`config.mk`:
```
export PLATFORM = sky130hd
export DESIGN_NAME = rxfib_top
export DESIGN_NICKNAME = d
export VERILOG_FILES = /design/src/logic/rxfib_pkg.sv /design/src/logic/rxfib_hdr_mem.sv /design/src/logic/rxfib_top.sv
export SDC_FILE = /design/constraint.sdc
export NUM_CORES = 2
export LEC_CHECK = 0
export ABC_AREA = 0
export ABC_CLOCK_PERIOD_IN_PS = 18960
export BUFFER_PORTS_ARGS = -buffer_cell sky130_fd_sc_hd__buf_4
export CAP_MARGIN = 20
export CORE_AREA = 5 5 312 620
export DETAILED_ROUTE_END_ITERATION = 10
export DIE_AREA = 0 0 317 625
export PLACE_DENSITY = 0.75
export SLEW_MARGIN = 20
export SYNTH_ARGS = -nofsm -noshare
export SYNTH_HDL_FRONTEND = slang
export SYNTH_SLANG_ARGS = --single-unit
```
`constraint.sdc`:
```
create_clock -name CORE_CLK_IN -period 18.96 [get_ports CORE_CLK_IN]
set_input_delay 5.688 -clock CORE_CLK_IN [delete_from_list [all_inputs] [get_ports CORE_CLK_IN]]
set_output_delay 5.688 -clock CORE_CLK_IN [all_outputs]
set_load 0.05 [all_outputs]
```
`src/logic/rxfib_pkg.sv`:
```
/*
 Constants for the receive FIFO index and frame buffer block.
 Assumes a single clock and a plain strobe register port.
*/
package rxfib_pkg;
	// ************************************************************
	// Widths
	// ************************************************************
	localparam int ADDR_W      = 12;
	localparam int DATA_W      = 32;
	localparam int IDX_W       = 6;
	localparam int NUM_BUF     = 4;
	localparam int NUM_FILT    = 5;
	localparam int FILT_STRIDE = 8;
	// ************************************************************
	// Register offsets
	// ************************************************************
	localparam logic [11:0] OFF_GLOBAL_IRQ_FLAG_ENABLE_REG  = 12'h000;
	localparam logic [11:0] OFF_RDIX_A = 12'h001;
	localparam logic [11:0] OFF_RDIX_B = 12'h002;
	localparam logic [11:0] OFF_SHIX   = 12'h003;
	localparam logic [11:0] OFF_SIDX_A = 12'h004;
	localparam logic [11:0] OFF_SIDX_B = 12'h005;
	localparam logic [11:0] OFF_DEP_A  = 12'h006;
	localparam logic [11:0] OFF_DEP_B  = 12'h007;
	localparam logic [11:0] OFF_FILT   = 12'h010;
	localparam logic [11:0] OFF_BCS    = 12'h020;
	localparam logic [11:0] FRM_BASE   = 12'h800;
	localparam int          FRM_BIT    = 11;
	// ************************************************************
	// Field positions
	// ************************************************************
	localparam int SHIX_B_LSB = 8;
	localparam int BCS_CMT    = 0;
	localparam int BCS_LCK    = 1;
	localparam int BCS_EDT    = 2;
	localparam int BCS_IE     = 3;
	localparam int BCS_EN_ST  = 4;
	localparam int BCS_LCK_ST = 5;
	localparam int BCS_FULL   = 6;
	localparam int BCS_IDX    = 8;
	localparam int BCS_CH     = 14;
	// ************************************************************
	// Reset values
	// ************************************************************
	localparam logic [5:0]  IDX_RST  = 6'h00;
	localparam logic [15:0] FILT_RST = 16'h0000;
	localparam logic [31:0] DATA_RST = 32'h0000_0000;
endpackage

```
`src/logic/rxfib_hdr_mem.sv`:
```
/*
 Header area memory: one write port, two registered read ports.
 Assumes the caller arbitrates the single write port.
*/
`timescale 1ns/1ps
module rxfib_hdr_mem #(
	parameter int DW = 32,
	parameter int AW = 6
) (
	// Clock and reset
	input  wire logic          clk_in,
	input  wire logic          rst_in,
	// Write port
	input  wire logic          we_in,
	input  wire logic [AW-1:0] wa_in,
	input  wire logic [DW-1:0] wd_in,
	// Read ports
	input  wire logic [AW-1:0] ra0_in,
	output logic      [DW-1:0] rd0_out,
	input  wire logic [AW-1:0] ra1_in,
	output logic      [DW-1:0] rd1_out
);
	logic [DW-1:0] mem [2**AW];

	// ************************************************************
	// Storage
	// ************************************************************
	always_ff @(posedge clk_in) begin
		if (we_in) begin
			mem[wa_in] <= wd_in;
		end
	end

	always_ff @(posedge clk_in or posedge rst_in) begin
		if (rst_in) begin
			rd0_out <= '0;
			rd1_out <= '0;
		end else begin
			rd0_out <= mem[ra0_in];
			rd1_out <= mem[ra1_in];
		end
	end
endmodule

```
`src/logic/rxfib_top.sv`:
```
/*
 Receive FIFO read index control, buffer triggers and header capture.
 Assumes protocol engine events at least two cycles apart.
*/
// Chosen here: the strobed register port and the register offsets.
`timescale 1ns/1ps
module rxfib_top #(
	parameter int IW = rxfib_pkg::IDX_W,
	parameter int NB = rxfib_pkg::NUM_BUF
) (
	// Clock and reset
	input  wire logic                  CORE_CLK_IN,
	input  wire logic                  RST_IN,
	// Register port
	input  wire logic [11:0]           ADDR_IN,
	input  wire logic [31:0]           WDATA_IN,
	input  wire logic                  WR_IN,
	input  wire logic                  RD_IN,
	output logic      [31:0]           RDATA_OUT,
	// Protocol state
	input  wire logic                  PROTOCOL_NORMAL_ACTIVE_STATE_IN,
	input  wire logic                  PROTOCOL_NORMAL_PASSIVE_STATE_IN,
	// Receive events
	input  wire logic                  RX_DONE_IN,
	input  wire logic                  RX_CH_IN,
	input  wire logic                  RX_VALID_IN,
	input  wire logic                  RX_FIFO_IN,
	input  wire logic [$clog2(NB)-1:0] RX_BUF_IN,
	input  wire logic [31:0]           RX_HDR_IN,
	// Transmit header fetch
	input  wire logic                  TX_REQ_IN,
	input  wire logic [IW-1:0]         TX_IDX_IN,
	output logic      [31:0]           TX_HDR_OUT,
	output logic                       TX_HDR_VALID_OUT,
	// Status
	output logic      [1:0]            FIFO_NONEMPTY_OUT
);
	typedef struct packed {
		logic [1:0][IW-1:0]         rd;
		logic [1:0][IW-1:0]         wr;
		logic [1:0][IW-1:0]         sidx;
		logic [1:0][IW-1:0]         dep;
		logic [1:0]                 ne;
		logic [1:0][4:0][15:0]      filt;
		logic [1:0][IW-1:0]         shidx;
		logic [NB-1:0][IW-1:0]      bidx;
		logic [NB-1:0][1:0]         bch;
		logic [NB-1:0]              ben;
		logic [NB-1:0]              block;
		logic [NB-1:0]              bfull;
		logic [NB-1:0]              bie;
		logic                       pend;
		logic [IW-1:0]              pidx;
		logic [31:0]                phdr;
		logic [31:0]                rdata;
		logic                       rmem;
		logic                       txv;
	} rxfib_state_t;

	rxfib_state_t  s_q;
	rxfib_state_t  s_d;
	logic [1:0][IW-1:0] last;
	logic [1:0][IW-1:0] rd_nxt;
	logic [1:0][IW-1:0] wr_nxt;
	logic [1:0]    upd;
	logic          is_mem;
	logic          normal;
	logic          mem_we;
	logic [IW-1:0] mem_wa;
	logic [31:0]   mem_wd;
	logic [31:0]   mem_rd0;

	assign is_mem = ADDR_IN[rxfib_pkg::FRM_BIT];
	assign normal = PROTOCOL_NORMAL_ACTIVE_STATE_IN
		| PROTOCOL_NORMAL_PASSIVE_STATE_IN;

	// ************************************************************
	// Per channel index arithmetic
	// ************************************************************
	for (genvar c = 0; c < 2; c++) begin : g_ch
		assign last[c] = IW'(s_q.sidx[c] + s_q.dep[c]);
		assign rd_nxt[c] = (s_q.rd[c] == last[c]) ? s_q.sidx[c]
			: IW'(s_q.rd[c] + 1'b1);
		assign wr_nxt[c] = (s_q.wr[c] == last[c]) ? s_q.sidx[c]
			: IW'(s_q.wr[c] + 1'b1);
		assign upd[c] = WR_IN && (ADDR_IN == rxfib_pkg::OFF_GLOBAL_IRQ_FLAG_ENABLE_REG)
			&& WDATA_IN[c];
	end

	// ************************************************************
	// Next state
	// ************************************************************
	always_comb begin
		logic [$clog2(NB)-1:0] n;
		n = RX_BUF_IN;
		s_d = s_q;
		s_d.pend = 1'b0;
		s_d.txv = TX_REQ_IN;
		mem_we = s_q.pend;
		mem_wa = s_q.pidx;
		mem_wd = s_q.phdr;
		if (!s_q.pend && WR_IN && is_mem) begin
			mem_we = 1'b1;
			mem_wa = ADDR_IN[IW-1:0];
			mem_wd = WDATA_IN;
		end
		// Shadow capture of every frame
		if (RX_DONE_IN) begin
			mem_we = 1'b1;
			mem_wa = s_q.shidx[RX_CH_IN];
			mem_wd = RX_HDR_IN;
			s_d.phdr = RX_HDR_IN;
		end
		// Valid frame to FIFO or individual buffer
		if (RX_DONE_IN && RX_VALID_IN && RX_FIFO_IN) begin
			s_d.pend = 1'b1;
			s_d.pidx = s_q.wr[RX_CH_IN];
			s_d.wr[RX_CH_IN] = wr_nxt[RX_CH_IN];
		end else if (RX_DONE_IN && RX_VALID_IN && s_q.ben[n]
			&& !s_q.block[n] && !s_q.bfull[n]
			&& s_q.bch[n][RX_CH_IN]) begin
			s_d.pend = 1'b1;
			s_d.pidx = s_q.bidx[n];
			s_d.bfull[n] = 1'b1;
		end
		// Host register writes
		if (WR_IN) begin
			for (int c = 0; c < 2; c++) begin
				if (ADDR_IN == 12'(rxfib_pkg::OFF_SIDX_A + c)) begin
					s_d.sidx[c] = WDATA_IN[IW-1:0];
					s_d.rd[c] = WDATA_IN[IW-1:0];
					s_d.wr[c] = WDATA_IN[IW-1:0];
				end
				if (ADDR_IN == 12'(rxfib_pkg::OFF_DEP_A + c)) begin
					s_d.dep[c] = WDATA_IN[IW-1:0];
				end
				for (int k = 0; k < rxfib_pkg::NUM_FILT; k++) begin
					if (ADDR_IN == 12'(rxfib_pkg::OFF_FILT
						+ c * rxfib_pkg::FILT_STRIDE + k)) begin
						s_d.filt[c][k] = WDATA_IN[15:0];
					end
				end
			end
			if (ADDR_IN == rxfib_pkg::OFF_SHIX && !normal) begin
				s_d.shidx[0] = WDATA_IN[IW-1:0];
				s_d.shidx[1] = WDATA_IN[rxfib_pkg::SHIX_B_LSB +: IW];
			end
			for (int b = 0; b < NB; b++) begin
				if (ADDR_IN == 12'(rxfib_pkg::OFF_BCS + b)) begin
					if (WDATA_IN[rxfib_pkg::BCS_CMT]) begin
						// Capture in the same cycle wins over commit
						s_d.bfull[b] = !s_q.bfull[b] && s_d.bfull[b];
					end
					if (WDATA_IN[rxfib_pkg::BCS_LCK]) begin
						s_d.block[b] = !s_q.block[b];
					end
					if (WDATA_IN[rxfib_pkg::BCS_EDT]) begin
						s_d.ben[b] = !s_q.ben[b];
					end
					s_d.bie[b] = WDATA_IN[rxfib_pkg::BCS_IE];
					if (!s_q.ben[b]) begin
						s_d.bidx[b] = WDATA_IN[rxfib_pkg::BCS_IDX +: IW];
						s_d.bch[b] = WDATA_IN[rxfib_pkg::BCS_CH +: 2];
					end
				end
			end
		end
		// Read index update and not-empty flags
		for (int c = 0; c < 2; c++) begin
			if (upd[c]) begin
				s_d.rd[c] = rd_nxt[c];
			end
			s_d.ne[c] = (s_d.rd[c] != s_d.wr[c]);
		end
		// Host register reads
		s_d.rmem = RD_IN && is_mem;
		s_d.rdata = rxfib_pkg::DATA_RST;
		if (RD_IN) begin
			case (ADDR_IN)
				rxfib_pkg::OFF_GLOBAL_IRQ_FLAG_ENABLE_REG:  s_d.rdata = 32'(s_q.ne);
				rxfib_pkg::OFF_RDIX_A: s_d.rdata = 32'(s_q.rd[0]);
				rxfib_pkg::OFF_RDIX_B: s_d.rdata = 32'(s_q.rd[1]);
				rxfib_pkg::OFF_SHIX: begin
					s_d.rdata = 32'(s_q.shidx[0]);
					s_d.rdata[rxfib_pkg::SHIX_B_LSB +: IW] = s_q.shidx[1];
				end
				rxfib_pkg::OFF_SIDX_A: s_d.rdata = 32'(s_q.sidx[0]);
				rxfib_pkg::OFF_SIDX_B: s_d.rdata = 32'(s_q.sidx[1]);
				rxfib_pkg::OFF_DEP_A:  s_d.rdata = 32'(s_q.dep[0]);
				rxfib_pkg::OFF_DEP_B:  s_d.rdata = 32'(s_q.dep[1]);
				default: begin
					for (int c = 0; c < 2; c++) begin
						for (int k = 0; k < rxfib_pkg::NUM_FILT; k++) begin
							if (ADDR_IN == 12'(rxfib_pkg::OFF_FILT
								+ c * rxfib_pkg::FILT_STRIDE + k)) begin
								s_d.rdata = 32'(s_q.filt[c][k]);
							end
						end
					end
					for (int b = 0; b < NB; b++) begin
						if (ADDR_IN == 12'(rxfib_pkg::OFF_BCS + b)) begin
							s_d.rdata[rxfib_pkg::BCS_IE] = s_q.bie[b];
							s_d.rdata[rxfib_pkg::BCS_EN_ST] = s_q.ben[b];
							s_d.rdata[rxfib_pkg::BCS_LCK_ST] = s_q.block[b];
							s_d.rdata[rxfib_pkg::BCS_FULL] = s_q.bfull[b];
							s_d.rdata[rxfib_pkg::BCS_IDX +: IW] = s_q.bidx[b];
							s_d.rdata[rxfib_pkg::BCS_CH +: 2] = s_q.bch[b];
						end
					end
				end
			endcase
		end
	end

	// ************************************************************
	// State register
	// ************************************************************
	always_ff @(posedge CORE_CLK_IN or posedge RST_IN) begin
		if (RST_IN) begin
			s_q <= '0;
		end else begin
			s_q <= s_d;
		end
	end

	// ************************************************************
	// Header memory
	// ************************************************************
	rxfib_hdr_mem #(
		.DW (32),
		.AW (IW)
	) u_mem (
		.clk_in  (CORE_CLK_IN),
		.rst_in  (RST_IN),
		.we_in   (mem_we),
		.wa_in   (mem_wa),
		.wd_in   (mem_wd),
		.ra0_in  (ADDR_IN[IW-1:0]),
		.rd0_out (mem_rd0),
		.ra1_in  (TX_IDX_IN),
		.rd1_out (TX_HDR_OUT)
	);

	assign RDATA_OUT = s_q.rmem ? mem_rd0 : s_q.rdata;
	assign TX_HDR_VALID_OUT = s_q.txv;
	assign FIFO_NONEMPTY_OUT = s_q.ne;
endmodule

```
==> metrics <==
status=finished, final reports clean; DRC viols=0; Inst Count DP=7892; Worst Path Buf+Inv=4; Worst Path Arrival=10.40 ns; flop and latch count out of synthesis=2439; Finished Core Util=66.2%; cell taking the most area after synthesis=edfxtp_1; CP max-delay cell=buf_4; DIE AREA=198000 um2; Yosys cell types=77; category of the most critical setup path=in2reg; Die X=317 um; gr ovfl total=0; CTS Buf Count=207; Reg clk slew, reported paths=0.07 ns; Final Power=11.6 mW; Primary FF master, synth=edfxtp_1; final max-slew violation count=0; Final setup viols=0; CP startpoint kind=primary input; final instance area=124000 um2; number of global-route vias before repair=65200; Synth top cells by count=edfxtp_1 (2048), mux4_2 (1341), dfrtp_1 (391); Crit. End Element=register; I/O Buffers=161; Setup Buffers After CTS=0; WL/cell=42.1 um; Syn Nets=5578; Most Frequent Cell on Critical Path=mux4_2; RSZ-0062 raised after global routing=false; vias per inst=7.69; Die H=625 um; share of the synthesized area in the top cell type=54.8%; Gate Count Post-Synth=5467; Final WS setup=9.28 ns; most common cell in the synthesized netlist=edfxtp_1; Worst Reg2Reg Path Length in Cells=7; CP required=19.68 ns; gr usage total=35.6%; Worst Tran Pin Value=1.37 ns; area of the mapped netlist=112000 um2; number of antenna violations at the first check in global routing=34; CP Capture Point=u_mem.rd0_out[16]; nets@finish=5716; RR Endpoint=u_mem.mem[49][19]; synth top area cells=edfxtp_1 (55%), mux4_2 (27%), dfrtp_1 (8.7%); drt total wl=349 mm; initial drt markers=9596; Final period util=51.1%; number of cells in the finished layout apart from fillers=8276; cts-stage hold buffer count=0; drt first pass iters=6; clk_lat worst skew=0.87 ns; leakage power=41.4 nW; max-cap violation count=0; Clock Tree Buf Depth=4; gpl congestion=0.972; H-tree depth=4; number of fillers in the final layout=12100; Critical Path Max Stage Delay=0.85 ns; Starting Density=59.7%; Hold Violations, Final=0; CP Max Fanout=104; WHS=0.501 ns; worst vdd ir=0.0648 mV; Setup crit start=ADDR_IN[0]; Layout area overhead=10.8%; CP cell instances=buf_8 -> buf_4 -> buf_12 -> buf_12 -> mux4_2 -> mux4_2 -> mux4_2; post-CTS resize count=0; IO Pins=162; register-to-register setup slack=14.26 ns; TritonCTS Sinks=2439; total power divided by cell area=93.6 nW/um2; row count=225; HP Class=reg2reg; CTS tree=built; syn avg cell area=20.5 um2; Ys Warns=0; HPWL after DPL=215 mm; min Tclk post-route=9.68 ns; Largest delay share family, worst path=buffers and inverters; Clock Tree Root=clkbuf_16; worst rel slew slack=7.72%; beginning of the worst register-to-register path=s_q[72]; final antenna-violating net count=0; layout cells sized above 1=40.9%; Core Region=188000 um2; Crit path depth=7; largest net degree at the start of global routing=156; vias=63600; first-pass GRT wire length=493 mm; setup tns final=0 ns; pre-CTS setup slack=8.37 ns; register area share after synthesis=63.6%; Post-synth EDFFs=2048; Fin Clk Skew=0.0590 ns; fraction of registers with async set/reset=16.0%; area post-placement=117000 um2; f_max=0.103 GHz
[cells by family after synthesis]
| family | count (synthesis) | share of synthesized area (%) |
|---|---|---|
| flip-flops | 2439 | 63.6 |
| multiplexers | 1661 | 30.1 |
| AND/OR/NAND/NOR | 477 | 1.95 |
| buffers and inverters | 455 | 1.56 |
| AO/OA/AOI/OAI | 355 | 2.08 |
| XOR/XNOR | 64 | 0.599 |
| adder cells (fa/ha/maj) | 16 | 0.192 |
[flip-flops by register name (all words and copies together), names as in the netlist]
| signal | count |
|---|---|
| TX_HDR_VALID_OUT | 1 |
| s_q | 324 |
| u_mem.rd0_out | 32 |
| u_mem.mem | 2048 |
| FIFO_NONEMPTY_OUT | 2 |
| u_mem.rd1_out | 32 |
[how the worst min path moves through the flow]
stage,depth (start not counted),slack (ns),startpoint,end
global route,1,0.51,s_q[82],s_q[82]
floorplan,1,0.46,s_q[82],s_q[82]
global placement,1,0.48,s_q[82],s_q[82]
detailed placement,1,0.49,s_q[82],s_q[82]
CTS,1,0.50,s_q[82],s_q[82]
finish,1,0.50,s_q[82],s_q[82]
[where the power goes]
part	internal [mW]	switching, mW	total [mW]
Clock	2.37	1.96	4.34
Sequential	5.99	0.0873	6.08
Combinational	0.465	0.752	1.22
Total	8.83	2.80	11.6
[cell type report]
type	instances	area (um2)	area share, %
clock buffers	266	5670	4.57
clock inverters	107	1040	0.841
well taps	2497	3120	2.51
flip-flops and latches	2439	71300	57.4
inverters	46	180	0.145
multi-input cells	2573	40000	32.2
repair buffers	338	2920	2.35
diodes	10	25.0	0.0201
[per-layer routing]
layer | up-vias | wire length (um) | track usage [%]
met2 | 5027 | 173000 | 57.9
met1 | 33700 | 108000 | 44.2
li1 | 23700 | - | -
met5 | - | 208 | 0
met4 | 26 | 27800 | 21.7
met3 | 1134 | 38900 | 7.79
[layout by cell type, fill, tap and decap left out, drive strengths merged, types with 8 or more instances in the layout]
master,instances
buf,337
bufinv,19
clkinvlp,14
nor2,130
a31oi,8
nor3,20
clkbuf,267
or3,10
a211oi,18
a22oi,50
o21ai,115
o22ai,12
xnor2,31
and3,12
and2,23
xor2,25
nand4,10
a221oi,21
dfrtp,391
a21oi,55
mux2i,68
clkinv,72
mux2,252
inv,48
diode,10
mux4,1341
o211ai,8
nand3,52
nand2,173
nor2b,10
edfxtp,2048
ha,14
No activity file was read; power rests on OpenSTA's default activity.
